**config.mk**
```make
export PLATFORM = sky130hd
export DESIGN_NAME = synth_function_latch_control
export DESIGN_NICKNAME = d
export VERILOG_FILES = /design/src/verilog/synth_function_latch_control.v /design/src/verilog/serial_word_shifter.v /design/src/verilog/phase_lock_detector.v
export VERILOG_INCLUDE_DIRS = /design/src /design/src/verilog
export SDC_FILE = /design/constraint.sdc
export NUM_CORES = 1
export LEC_CHECK = 0
export ABC_AREA = 1
export ABC_CLOCK_PERIOD_IN_PS = 1330
export BUFFER_PORTS_ARGS = -buffer_cell sky130_fd_sc_hd__buf_2
export CORE_MARGIN = 4
export CORE_UTILIZATION = 54
export DETAILED_ROUTE_END_ITERATION = 8
export PLACE_DENSITY = 0.74
export SYNTH_ARGS = -nofsm -noshare
export SYNTH_HDL_FRONTEND = slang
export SYNTH_SLANG_ARGS = --single-unit
```
**constraint.sdc**
```tcl
create_clock -name i_clock -period 1.33 [get_ports i_clock]
set_input_delay 0.1995 -clock i_clock [delete_from_list [all_inputs] [get_ports i_clock]]
set_output_delay 0.1995 -clock i_clock [all_outputs]
set_load 0.05 [all_outputs]
```
**src/verilog/synth_ctrl_defs.vh**
```
// Purpose: Constants for the synthesizer function latch control block
// Assumes: 21-bit serial word, control bits in the two last-shifted bits
// Notes:   Word bit n+1 carries function bit n
`ifndef SYNTH_CTRL_DEFS_VH
`define SYNTH_CTRL_DEFS_VH

// ----------------------------------------
// Serial word layout
// ----------------------------------------
`define WORD_BITS          21
`define LATCH_BITS         19
`define TGT_LSB            0
`define TGT_REF            2'h0
`define TGT_MAIN           2'h2
`define TGT_FUNC           2'h1
`define TGT_INIT           2'h3
`define TOP_BIT            20

// ----------------------------------------
// Function latch fields (word bit positions)
// ----------------------------------------
`define FB_CNT_RESET       2
`define FB_PWRDN           3
`define FB_OSEL_HI         4
`define FB_OSEL_MID        5
`define FB_OSEL_LO         6
`define FB_PD_POL          7
`define FB_PUMP_FLOAT      8
`define FB_FS_EN           9
`define FB_FS_CTRL         10
`define FB_TMO_EN          11
`define FB_TMO_LSB         12
`define FB_TMO_MSB         15
`define FB_PWRDN_MODE      19
`define LATCH_RESET        19'h0_0000
`define PIN_SYNC_RESET     6'h08

// ----------------------------------------
// Output select codes
// ----------------------------------------
`define OSEL_HIZ           3'h0
`define OSEL_REF           3'h1
`define OSEL_MAIN          3'h2
`define OSEL_SDO           3'h3
`define OSEL_DLD           3'h4
`define OSEL_ODLD          3'h5
`define OSEL_HIGH          3'h6
`define OSEL_LOW           3'h7

// ----------------------------------------
// Timing
// ----------------------------------------
`define CLOCK_MHZ          100
`define LOCK_LO_NS         15
`define LOCK_HI_NS         30
`define LOCK_CNT_NORMAL    3
`define LOCK_CNT_PRECISE   5
`define TMO_LOW_BITS       2'h3

`endif

```
**src/verilog/synth_function_latch_control.v**
```verilog
// Purpose: Function latch control of an RF frequency synthesizer
// Assumes: Divider outputs and serial pins are asynchronous to i_clock
// Notes:   Divider counters and analog pump live outside this block
//
// How it works
// - Host shifts 21-bit words MSB first; last two bits pick target latch.
// - Initialization words update the same latch as function latch words.
// - Counter reset bit holds both divider counters in reset until cleared.
// - Polarity bit one means positive VCO slope, zero negative.
// - Pump float bit puts charge pump output in high impedance.
// - Fast settle enable selects one of four modes via control, timeout, go.
// - With fast settle disabled, fast settle pin follows the control bit.
// - Timeout enable bit arms the timeout counter loaded from the 4-bit field.
// - Timeout counts comparison cycles; field k gives 4k+3 cycles.
// - Chip enable low powers the device down at once.
// - Powerdown bit with mode bit picks normal, synchronous or async power down.
// - Synchronous power down waits for the next charge pump event.
// - Asynchronous power down happens as the load latches the bit.
// - Loading zero into the powerdown bit powers up at once.
// - Power down resets counters, floats the pump and resets lock detect.
// - Serial interface keeps loading words during power down.
// - Output select field picks the multiplexed output pin source.
// - Lock asserts after 3 or 5 comparisons with error under 15 ns.
// - Lock stays until one comparison shows error above 30 ns.
// - Pump float or programmed power down forces the detector unlocked.
// - Open-drain lock output is high with narrow low pulses when locked.
`timescale 1ns/10ps
`default_nettype none
`include "synth_ctrl_defs.vh"

module synth_function_latch_control #(
	parameter EW = 6
) (
	input  wire i_clock,
	input  wire i_reset_n,
	input  wire i_serial_data,
	input  wire i_serial_clock,
	input  wire i_load_pulse,
	input  wire i_chip_enable_pin,
	input  wire i_ref_div_out,
	input  wire i_main_div_out,
	output reg  o_counter_reset,
	output reg  o_pd_polarity,
	output reg  o_pump_float,
	output reg  o_pump_high_gain,
	output reg  o_fast_settle_active,
	output reg  o_quarter_divide,
	output reg  o_fast_settle_out,
	output reg  o_fast_settle_oe,
	output reg  o_mux_out_pin,
	output reg  o_mux_out_oe,
	output reg  o_powered_down,
	output reg  o_lock_detect
);

	// ----------------------------------------
	// Derived timing
	// ----------------------------------------
	localparam LO_RAW = (`LOCK_LO_NS * `CLOCK_MHZ) / 1000;
	localparam HI_RAW = (`LOCK_HI_NS * `CLOCK_MHZ) / 1000;
	localparam LO_CYC = (LO_RAW < 1) ? 1 : LO_RAW;
	localparam HI_CYC = (HI_RAW < 1) ? 1 : HI_RAW;
	localparam NSYNC  = 6;
	// Chip enable syncs reset to its idle high level: no false power down
	localparam [NSYNC-1:0] SYNC_INIT = `PIN_SYNC_RESET;

	// ----------------------------------------
	// Pin synchronisers
	// ----------------------------------------
	wire [NSYNC-1:0] raw_pins;
	reg  [NSYNC-1:0] sync1_q;
	reg  [NSYNC-1:0] sync2_q;

	assign raw_pins = {i_main_div_out, i_ref_div_out, i_chip_enable_pin,
		i_load_pulse, i_serial_clock, i_serial_data};

	genvar gi;
	generate
		for (gi = 0; gi < NSYNC; gi = gi + 1) begin : g_sync
			always @(posedge i_clock) begin
				if (!i_reset_n) begin
					sync1_q[gi] <= SYNC_INIT[gi];
					sync2_q[gi] <= SYNC_INIT[gi];
				end else begin
					sync1_q[gi] <= raw_pins[gi];
					sync2_q[gi] <= sync1_q[gi];
				end
			end
		end
	endgenerate

	wire s_data  = sync2_q[0];
	wire s_sclk  = sync2_q[1];
	wire s_load  = sync2_q[2];
	wire s_ce    = sync2_q[3];
	wire s_ref   = sync2_q[4];
	wire s_main  = sync2_q[5];

	// ----------------------------------------
	// Serial receiver
	// ----------------------------------------
	wire [`WORD_BITS-1:0] shift_reg;
	wire [`WORD_BITS-1:0] word;
	wire                  word_strobe;

	serial_word_shifter #(
		.WIDTH (`WORD_BITS)
	) u_shifter (
		.i_clock   (i_clock),
		.i_reset_n (i_reset_n),
		.i_sclk    (s_sclk),
		.i_data    (s_data),
		.i_load    (s_load),
		.o_shift   (shift_reg),
		.o_word    (word),
		.o_strobe  (word_strobe)
	);

	function is_func_target;
		input [1:0] tgt;
		begin
			is_func_target = (tgt == `TGT_FUNC) || (tgt == `TGT_INIT);
		end
	endfunction

	wire [1:0] tgt      = word[`TGT_LSB+1:`TGT_LSB];
	wire       func_ld  = word_strobe && is_func_target(tgt);
	wire       main_ld  = word_strobe && (tgt == `TGT_MAIN);
	wire       ref_ld   = word_strobe && (tgt == `TGT_REF);

	// ----------------------------------------
	// Function latch and side bits
	// ----------------------------------------
	reg  [`WORD_BITS-1:0] latch_q;
	reg                   precision_q;
	reg                   go_q;
	wire                  go_expire;

	always @(posedge i_clock) begin
		if (!i_reset_n) begin
			latch_q     <= {`LATCH_RESET, 2'b00};
			precision_q <= 1'b0;
		end else begin
			if (func_ld) begin
				latch_q <= word;
			end
			if (ref_ld) begin
				precision_q <= word[`TOP_BIT];
			end
		end
	end

	wire       f_cnt_reset = latch_q[`FB_CNT_RESET];
	wire       f_pwrdn     = latch_q[`FB_PWRDN];
	wire [2:0] f_osel      = {latch_q[`FB_OSEL_HI], latch_q[`FB_OSEL_MID],
		latch_q[`FB_OSEL_LO]};
	wire       f_pd_pol    = latch_q[`FB_PD_POL];
	wire       f_float     = latch_q[`FB_PUMP_FLOAT];
	wire       f_fs_en     = latch_q[`FB_FS_EN];
	wire       f_fs_ctrl   = latch_q[`FB_FS_CTRL];
	wire       f_tmo_en    = latch_q[`FB_TMO_EN];
	wire [3:0] f_tmo_k     = latch_q[`FB_TMO_MSB:`FB_TMO_LSB];

	// ----------------------------------------
	// Divider edges
	// ----------------------------------------
	reg  ref_q;
	reg  main_q;
	wire ref_edge  = s_ref && !ref_q;
	wire main_edge = s_main && !main_q;
	wire pump_event = ref_edge || main_edge;

	always @(posedge i_clock) begin
		if (!i_reset_n) begin
			ref_q  <= 1'b0;
			main_q <= 1'b0;
		end else begin
			ref_q  <= s_ref;
			main_q <= s_main;
		end
	end

	// ----------------------------------------
	// Power down sequencing
	// ----------------------------------------
	reg  pd_prog_q;
	reg  pd_pend_q;
	wire new_pwrdn = word[`FB_PWRDN];
	wire new_mode  = word[`FB_PWRDN_MODE];

	always @(posedge i_clock) begin
		if (!i_reset_n) begin
			pd_prog_q <= 1'b0;
			pd_pend_q <= 1'b0;
		end else if (func_ld) begin
			if (!new_pwrdn) begin
				pd_prog_q <= 1'b0;
				pd_pend_q <= 1'b0;
			end else if (!new_mode) begin
				pd_prog_q <= 1'b1;
				pd_pend_q <= 1'b0;
			end else if (!pd_prog_q) begin
				pd_pend_q <= 1'b1;
			end
		end else if (pd_pend_q && pump_event) begin
			pd_prog_q <= 1'b1;
			pd_pend_q <= 1'b0;
		end
	end

	wire pd_all = !s_ce || pd_prog_q;

	// ----------------------------------------
	// Go bit and timeout counter
	// ----------------------------------------
	wire       tmo_mode  = f_fs_en && f_tmo_en;
	wire [5:0] tmo_load  = {f_tmo_k, `TMO_LOW_BITS};
	reg  [5:0] tmo_q;

	assign go_expire = tmo_mode && go_q && ref_edge && (tmo_q <= 6'h01);

	always @(posedge i_clock) begin
		if (!i_reset_n) begin
			go_q <= 1'b0;
		end else if (main_ld) begin
			go_q <= word[`TOP_BIT];
		end else if (go_expire) begin
			go_q <= 1'b0;
		end
	end

	always @(posedge i_clock) begin
		if (!i_reset_n) begin
			tmo_q <= 6'h00;
		end else if (pd_all || !tmo_mode || !go_q) begin
			tmo_q <= tmo_load;
		end else if (ref_edge && tmo_q != 6'h00) begin
			tmo_q <= tmo_q - 6'h01;
		end
	end

	// ----------------------------------------
	// Lock detector
	// ----------------------------------------
	wire lock_clear = f_float || pd_all;
	wire locked;
	wire err_window;
	wire compare;

	phase_lock_detector #(
		.EW     (EW),
		.LO_CYC (LO_CYC),
		.HI_CYC (HI_CYC)
	) u_lock (
		.i_clock     (i_clock),
		.i_reset_n   (i_reset_n),
		.i_clear     (lock_clear),
		.i_ref_edge  (ref_edge),
		.i_main_edge (main_edge),
		.i_precision (precision_q),
		.o_locked    (locked),
		.o_window    (err_window),
		.o_compare   (compare)
	);

	// ----------------------------------------
	// Fast settle decode
	// ----------------------------------------
	wire fs_active = f_fs_en && go_q && !pd_all;

	// ----------------------------------------
	// Output pin multiplexer
	// ----------------------------------------
	reg mux_d;
	reg mux_oe_d;

	always @* begin
		mux_d    = 1'b0;
		mux_oe_d = 1'b1;
		case (f_osel)
			`OSEL_HIZ: begin
				mux_oe_d = 1'b0;
			end
			`OSEL_REF: begin
				mux_d = s_ref;
			end
			`OSEL_MAIN: begin
				mux_d = s_main;
			end
			`OSEL_SDO: begin
				mux_d = shift_reg[`TOP_BIT];
			end
			`OSEL_DLD: begin
				mux_d = locked;
			end
			`OSEL_ODLD: begin
				mux_oe_d = !locked || err_window || compare;
			end
			`OSEL_HIGH: begin
				mux_d = 1'b1;
			end
			default: begin
				mux_d = 1'b0;
			end
		endcase
	end

	// ----------------------------------------
	// Registered outputs
	// ----------------------------------------
	always @(posedge i_clock) begin
		if (!i_reset_n) begin
			o_counter_reset      <= 1'b0;
			o_pd_polarity        <= 1'b0;
			o_pump_float         <= 1'b0;
			o_pump_high_gain     <= 1'b0;
			o_fast_settle_active <= 1'b0;
			o_quarter_divide     <= 1'b0;
			o_fast_settle_out    <= 1'b0;
			o_fast_settle_oe     <= 1'b0;
			o_mux_out_pin        <= 1'b0;
			o_mux_out_oe         <= 1'b0;
			o_powered_down       <= 1'b0;
			o_lock_detect        <= 1'b0;
		end else begin
			o_counter_reset      <= f_cnt_reset || pd_all;
			o_pd_polarity        <= f_pd_pol;
			o_pump_float         <= f_float || pd_all;
			o_pump_high_gain     <= f_fs_en ? fs_active : go_q;
			o_fast_settle_active <= fs_active;
			o_quarter_divide     <= fs_active && f_fs_ctrl;
			o_powered_down       <= pd_all;
			o_lock_detect        <= locked;
			o_mux_out_pin        <= mux_d;
			o_mux_out_oe         <= mux_oe_d;
			if (!f_fs_en) begin
				o_fast_settle_out <= f_fs_ctrl;
				o_fast_settle_oe  <= 1'b1;
			end else begin
				o_fast_settle_out <= 1'b0;
				o_fast_settle_oe  <= fs_active;
			end
		end
	end

endmodule
`default_nettype wire

```
**src/verilog/serial_word_shifter.v**
```verilog
// Purpose: Three-wire serial word receiver
// Assumes: Inputs already synchronised to i_clock
// Notes:   Shifts on serial clock rise, transfers on load rise
`timescale 1ns/10ps
`default_nettype none
`include "synth_ctrl_defs.vh"

module serial_word_shifter #(
	parameter WIDTH = `WORD_BITS
) (
	input  wire             i_clock,
	input  wire             i_reset_n,
	input  wire             i_sclk,
	input  wire             i_data,
	input  wire             i_load,
	output reg  [WIDTH-1:0] o_shift,
	output reg  [WIDTH-1:0] o_word,
	output reg              o_strobe
);

	reg sclk_q;
	reg load_q;

	// ----------------------------------------
	// Shift and transfer
	// ----------------------------------------
	always @(posedge i_clock) begin
		if (!i_reset_n) begin
			sclk_q   <= 1'b0;
			load_q   <= 1'b0;
			o_shift  <= {WIDTH{1'b0}};
			o_word   <= {WIDTH{1'b0}};
			o_strobe <= 1'b0;
		end else begin
			sclk_q   <= i_sclk;
			load_q   <= i_load;
			o_strobe <= 1'b0;
			if (i_sclk && !sclk_q) begin
				o_shift <= {o_shift[WIDTH-2:0], i_data};
			end
			if (i_load && !load_q) begin
				o_word   <= o_shift;
				o_strobe <= 1'b1;
			end
		end
	end

endmodule
`default_nettype wire

```
**src/verilog/phase_lock_detector.v**
```verilog
// Purpose: Digital lock detector on divided reference and VCO edges
// Assumes: Edge inputs are one-cycle pulses on i_clock
// Notes:   Error measured in whole clock cycles
`timescale 1ns/10ps
`default_nettype none
`include "synth_ctrl_defs.vh"

module phase_lock_detector #(
	parameter       EW     = 6,
	parameter       LO_CYC = 1,
	parameter       HI_CYC = 3
) (
	input  wire i_clock,
	input  wire i_reset_n,
	input  wire i_clear,
	input  wire i_ref_edge,
	input  wire i_main_edge,
	input  wire i_precision,
	output reg  o_locked,
	output reg  o_window,
	output reg  o_compare
);

	reg  [EW-1:0] err_q;
	reg  [2:0]    good_q;
	wire          any_edge = i_ref_edge | i_main_edge;
	wire          done     = o_window ? any_edge : (i_ref_edge & i_main_edge);
	wire [EW-1:0] err_now  = o_window ? err_q : {EW{1'b0}};
	wire [2:0]    need     = i_precision ? 3'd`LOCK_CNT_PRECISE : 3'd`LOCK_CNT_NORMAL;
	wire [2:0]    good_inc = good_q + 3'd1;

	// ----------------------------------------
	// Error window and lock state
	// ----------------------------------------
	always @(posedge i_clock) begin
		if (!i_reset_n || i_clear) begin
			err_q     <= {EW{1'b0}};
			good_q    <= 3'd0;
			o_locked  <= 1'b0;
			o_window  <= 1'b0;
			o_compare <= 1'b0;
		end else begin
			o_compare <= done;
			if (done) begin
				o_window <= 1'b0;
				err_q    <= {EW{1'b0}};
			end else if (any_edge) begin
				o_window <= 1'b1;
				err_q    <= {{(EW-1){1'b0}}, 1'b1};
			end else if (o_window && err_q != {EW{1'b1}}) begin
				err_q <= err_q + {{(EW-1){1'b0}}, 1'b1};
			end
			if (done) begin
				if (err_now <= LO_CYC[EW-1:0]) begin
					if (good_q < need) begin
						good_q <= good_inc;
					end
					if (good_inc >= need) begin
						o_locked <= 1'b1;
					end
				end else begin
					good_q <= 3'd0;
				end
				if (err_now > HI_CYC[EW-1:0]) begin
					o_locked <= 1'b0;
				end
			end
		end
	end

endmodule
`default_nettype wire

```
==> metrics.cfg, run 1 <==
[run_status]
status=finished, violations left
violations=negative setup slack

[drt]
drt_wl_total_mm=7.92
drtIter0Drc=167
vias=3308
drt_pass1_iterations=5
remaining_drc_errors=0
post_drt_wl_per_cell_um=12.0
ant_nets=0
routed_via_density=5.01

[timing]
finalClockSkew_ns=0.0101
fin_crit_sh_pct=106
relSlewSlack_pct=59.5
fin_ws_ns=-0.0858
finalHoldViolCount=0
rsz0062_at_grt=true
period_needed_ns=1.42
fin_hold_ws_ns=0.0137
setup_viol=1
fmax_mhz=706
fin_setup_tns_ns=-0.0858
maxSlewViolCount=0
worst_pin_slew_ns=0.607

[pwr]
clockPowerShare_pct=35.4
p_int_mw=4.34
p_sw_mw=1.34
p_sw_share_pct=23.6
p_leak_nw=2.14
power_density_nw_per_um2=1210
pwr-share-seq_pct=57.3
power_mw=5.68
ir_drop_mv=0.788
p_comb_share_pct=7.3

[synthesis]
syn-num-nets=535
synth_cell_type_count=32
synthTopCellsByArea=dfxtp_1 52%, nor2_1 12%, o21ai_0 7.8%
syn-instance-count=519
yosysSeqAreaShare_pct=52.1
yosys_warnings=0
syn_avg_cell_area_um2=7.63
synth_top_area_share_pct=52.1
ys_ff_latch=103
synth_area_leader_cell=dfxtp_1
syn_area_um2=3960

[placed_design]
pre_cts_slack_ns=-0.0877
io_buffers=19
gp_congestion=0.839
dp_hpwl_mm=4.94
place_area_um2=4240

[layout]
n_antenna_cell=0
drive_above_1_share_pct=19.3
finalNetCount=575
areaGrowthSynthToFinish_pct=18.8
final_cell_area_um2=4700

[clock_network]
tritoncts=yes
insertion_delay_ns=0.36
path_clk_slew_ns=0.09
cts-root-buf=clkbuf_8
numCtsBuffers=9
clock_path_buffers=2
cts.sink_count=103
cts.htree.levels=3

[global_routing]
grt_pass1_vias=2899
overflow=0
antenna_found_initial=0
grt_pass1_wl_mm=12.7
grt.total_usage_pct=18.0
grt_max_degree=65

[worst_setup_path]
cp.arrival_ns=1.72
end_kind=register
timing.critical_path.cells=ha_4 > xor2_4 > ha_4 > nand3_2 > nand2_1 > nand3_1 > a21oi_2
worstSetupPathType=register to register
reg2reg_to=u_lock.o_locked$_SDFFE_PP0P_
required_ns=1.63
cp_slowest_stage_delay_ns=0.35
r2r_cells=7
r2r_start=u_lock.good_q[1]$_SDFFE_PP0P_
crit_path_start_kind=register
crit_start=u_lock.good_q[1]$_SDFFE_PP0P_
cp_top_family=adder cells
cpMaxStageDelayCell=dfxtp_2
critPathMostFrequentCell=ha_4
crit_path_max_fanout=2
path_depth=7
r2r_slack_ns=-0.09
worst-path-buf-inv=0
crit_end=u_lock.o_locked$_SDFFE_PP0P_

[floorplan]
die-area_um2=8760
die_x_um=93.6
row_count=30
io_pins=20
core_area_um2=6940
die_y_um=93.6
initial_core_util_pct=57.0

[min_path]
hold_path_class=primary input to register

[flow_run]
cap_viol_max_count=0

-- stage by stage --
step	utilization (%)	instances
CTS	65.2	654
global placement	61.1	634
detailed placement	61.1	634
global route	67.7	660
floorplan	-	519
finish	67.7	660
-- repair_timing --
item,in CTS,in global routing
gates cloned,0,3
endpoints found under the hold margin,2,0
gates resized for setup,9,31
buffers inserted,2,3
setup endpoints to repair,7,19
pin swaps,4,10
hold buffers,2,0
-- sequential cells by signal (all words and copies together), names as in the netlist, 3 cells and up --
signal and flops:
u_shifter.o_shift 21, u_shifter.o_word 18, latch_q 13, sync1_q 6
tmo_q 6, u_lock.err_q 6, u_lock.good_q 3
-- cell type report --
cell class / instances / area [um2]
fillers: 569 / 2240
clock inverters: 5 / 63.8
well taps: 96 / 120
repair buffers: 44 / 300
multi-input cells: 344 / 1770
repair inverters: 2 / 12.5
flip-flops and latches: 103 / 2070
clock buffers: 11 / 151
inverters: 55 / 213
-- synthesized netlist by cell type (all sizes together) --
library cell / count
nor2: 130
dfxtp: 103
nand2: 66
o21ai: 65
inv: 53
a21oi: 31
nand3: 20
clkbuf: 15
ha: 8
nor3: 8
buf: 3
or2: 3
xor2: 3
clkinv: 2
nand3b: 2
and2: 1
and3: 1
nand4: 1
nor4: 1
o21bai: 1
o31ai: 1
xnor2: 1
-- layer usage --
layer,global-route usage (%),part of all wire [%],up-vias
met5,0,0,-
met4,4.33,0.90,0
met3,5.31,4.6,7
met2,29.7,49,67
met1,23.1,46,1512
li1,-,-,1722
-- cells in the final DEF, fill, tap and decap left out, types with 3 or more instances in the layout --
cell,netlist,routed
nand3_1,19,15
inv_1,51,47
or2_2,3,3
inv_2,1,4
buf_4,0,22
nand2_1,62,58
nand3_2,1,4
a21oi_1,31,27
ha_4,0,5
buf_2,2,19
dfxtp_1,103,94
clkbuf_8,0,11
nand2_2,4,8
clkinvlp_4,0,3
a21oi_2,0,4
o21ai_0,62,62
nor3_1,7,7
dfxtp_2,0,9
nor2_1,128,127
-- kinds of logic after synthesis --
logic type	count (synthesis)	synth area share, %
AOI/OAI and AO/OA	98	12.7
xor gates and xnor gates	4	0.885
adders and majority gates	8	2.53
buffers and inverters	73	7.24
DFF	103	52.1
and+or+nand+nor	233	24.5
-- worst min-delay path, stage by stage --
cell and delay (ns):
buf_2 0.07, nand2_1 0.04, inv_1 0.04
-- worst min-delay path by stage --
stage	start	endpoint	slack, ns	depth (start not counted)
floorplan	i_serial_data	sync1_q[0]$_SDFF_PN0_	0.30	2
global placement	i_serial_data	sync1_q[0]$_SDFF_PN0_	0.38	3
detailed placement	i_serial_clock	sync1_q[1]$_SDFF_PN0_	0.39	3
CTS	i_serial_data	sync1_q[0]$_SDFF_PN0_	0.001	3
global route	i_ref_div_out	sync1_q[4]$_SDFF_PN0_	0.01	3
finish	i_serial_data	sync1_q[0]$_SDFF_PN0_	0.01	3
-- power by group through the flow --
stage	sequential, mW	clock [mW]	combinational, mW
3_5_place_dp	3.31	0	0.362
2_1_floorplan	3.32	0	0.241
4_1_cts	3.25	2.07	0.375
6_report	3.25	2.01	0.416
5_1_grt	3.27	2.20	0.473
3_3_place_gp	3.31	0	0.351
No activity file was read; power rests on OpenSTA's default activity.
==> run 2: changes to the inputs <==
- ABC_AREA: 1 -> not set
==> metrics.cfg, run 2 <==
[run_status]
status=finished, violations left
violations=negative setup slack

[placed_design]
dp.cells=583
place_area_um2=4370
gp_congestion=0.814
io_buffers=19
pre_cts_slack_ns=-0.341
dp_hpwl_mm=5.32

[worst_setup_path]
cp_slowest_stage_delay_ns=0.46
required_ns=1.62
end_kind=register
worstSetupPathType=register to register
crit_path_max_fanout=2
reg2reg_to=tmo_q[1]$_SDFFE_PN0P_
crit_path_start_kind=register
r2r_cells=6
cp.arrival_ns=1.97
r2r_start=tmo_q[1]$_SDFFE_PN0P_
timing.critical_path.cells=inv_2 > ha_4 > or4b_4 > o21a_4 > mux2_4 > a21oi_2
cpMaxStageDelayCell=or4b_4
worst-path-buf-inv=1
r2r_slack_ns=-0.35
cp_top_family=simple AND/OR/NAND/NOR gates

[floorplan]
core_area_um2=6870
die_y_um=92.8
die_x_um=92.8
io_pins=20
row_count=30
die-area_um2=8600
initial_core_util_pct=56.5

[layout]
finalNetCount=518
top_regs=u_shifter.o_shift: 21 flops, u_shifter.o_word: 18 flops, latch_q: 13 flops
registers.top_by_ff_count=u_shifter.o_shift
final_util_pct=69.2
final_cell_area_um2=4760
stdcell_count=601
layout_common_cells=114 x nand2_1, 92 x dfxtp_1, 61 x a21oi_1
areaGrowthSynthToFinish_pct=22.6
final_common_cell=nand2_1
drive_above_1_share_pct=25.7
largest_reg_flops=21
fill_cells=576
n_antenna_cell=0

[timing]
finalHoldViolCount=0
rsz0062_at_grt=true
fmax_mhz=596
period_needed_ns=1.68
fin_crit_sh_pct=126
fin_setup_tns_ns=-1.79
fin_ws_ns=-0.349
finalClockSkew_ns=0.00992
relSlewSlack_pct=80.4
worst_pin_slew_ns=0.293
setup_viol=10
maxSlewViolCount=0

[synthesis]
yosys_warnings=0
syn-num-nets=467
async_flop_share_pct=0
synth_cell_type_count=44
synth_common_cells=116 x nand2_1, 103 x dfxtp_1, 65 x a21oi_1, 25 x nor2_1, 20 x and2_1
syn_area_um2=3880
syn-instance-count=451
synth_area_leader_cell=dfxtp_1
synth_enable_flop_cells=0
synthTopCellsByArea=dfxtp_1 53%, nand2_1 11%, a21oi_1 8.4%
syn_avg_cell_area_um2=8.60
yosys.cell_count.top_type=nand2_1
synth_top_area_share_pct=53.2
yosysSeqAreaShare_pct=53.2
ys_ff_latch=103
synth_ff_type=dfxtp_1

[clock_network]
cts-root-buf=clkbuf_8
cts.htree.levels=3
tritoncts=yes
path_clk_slew_ns=0.09
clock_path_buffers=2
cts-hold-fix-buffers=0
insertion_delay_ns=0.36
numCtsBuffers=9
cts.sink_count=103

[global_routing]
overflow=0
grt.total_usage_pct=19.6
grt_pass1_wl_mm=13.6
grt_max_degree=66
antenna_found_initial=0
grt_pass1_vias=3030

[drt]
routed_via_density=5.24
remaining_drc_errors=0
drt_wl_total_mm=8.06
drtIter0Drc=143
drt_pass1_iterations=4
ant_nets=0
vias=3152
post_drt_wl_per_cell_um=13.4

[pwr]
ir_drop_mv=0.779
p_leak_nw=1.75
power_density_nw_per_um2=1080

[min_path]
min_delay_worst_endpoint=sync1_q[3]$_SDFF_PN1_
hold_path_class=primary input to register
whs_path_depth=2
worstHoldStart=i_chip_enable_pin

[flow_run]
cap_viol_max_count=0

==> run 2: timing repair <==
| action | in CTS | in global routing |
|---|---|---|
| setup endpoints to repair | 16 | 19 |
| endpoints found under the hold margin | 0 | 0 |
| pin swaps | 18 | 14 |
| gates resized for setup | 22 | 26 |
| setup buffers | 6 | 2 |
==> run 2: layout make-up <==
type	instances	area, um2	share of cell area, %
inverters	7	26.3	0.552
clock buffers	13	159	3.34
clock inverters	1	5.00	0.105
repair buffers	61	438	9.21
flip-flops and latches	103	2080	43.7
well taps	96	120	2.53
multi-input cells	320	1930	40.6
==> run 2: metal layers <==
| layer | vias up | global-route usage, % | share of wire, % |
|---|---|---|---|
| met2 | 55 | 33.2 | 49 |
| met4 | 0 | 5.25 | 1.4 |
| li1 | 1614 | - | - |
| met3 | 11 | 5.28 | 3.6 |
| met1 | 1472 | 24.7 | 46 |
| met5 | - | 0 | 0 |
==> run 2: logic make-up (layout without fill, tap and decap cells) <==
| family | count (synthesis) | count (layout) | synth area share, % |
|---|---|---|---|
| muxes | 3 | 3 | 0.903 |
| xor gates and xnor gates | 9 | 9 | 2.03 |
| and+or+nand+nor | 202 | 202 | 23.8 |
| DFF | 103 | 103 | 53.2 |
| buffers and inverters | 28 | 82 | 2.74 |
| adders and majority gates | 10 | 10 | 3.10 |
| AOI/OAI and AO/OA | 96 | 96 | 14.2 |
==> run 2: worst max path at each step <==
stage	endpoint	depth (start not counted)	startpoint
6_report	tmo_q[1]$_SDFFE_PN0P_	6	tmo_q[1]$_SDFFE_PN0P_
5_1_grt	tmo_q[1]$_SDFFE_PN0P_	6	tmo_q[1]$_SDFFE_PN0P_
2_1_floorplan	tmo_q[1]$_SDFFE_PN0P_	6	tmo_q[1]$_SDFFE_PN0P_
3_3_place_gp	tmo_q[1]$_SDFFE_PN0P_	6	tmo_q[1]$_SDFFE_PN0P_
4_1_cts	tmo_q[1]$_SDFFE_PN0P_	6	tmo_q[1]$_SDFFE_PN0P_
3_5_place_dp	tmo_q[1]$_SDFFE_PN0P_	6	tmo_q[1]$_SDFFE_PN0P_
==> run 2: metrics by stage <==
stage | hold WS (ns) | total power [mW]
after floorplan | 0.273 | 3.38
after global placement | 0.386 | 3.48
after detailed placement | 0.409 | 3.49
after CTS | 0.0238 | 5.17
after global routing | 0.0262 | 5.36
final | 0.0355 | 5.15
==> run 2: worst register-to-register path: stages, from the launching register on <==
cell,delay (ns)
dfxtp_2,0.33
inv_2,0.07
ha_4,0.13
or4b_4,0.46
o21a_4,0.22
mux2_4,0.30
a21oi_2,0.11
==> run 2: power by group <==
group	switching (mW)	internal [mW]	total [mW]
sequential	0.0200	3.12	3.14
combinational	0.184	0.128	0.311
clock	0.936	0.762	1.70
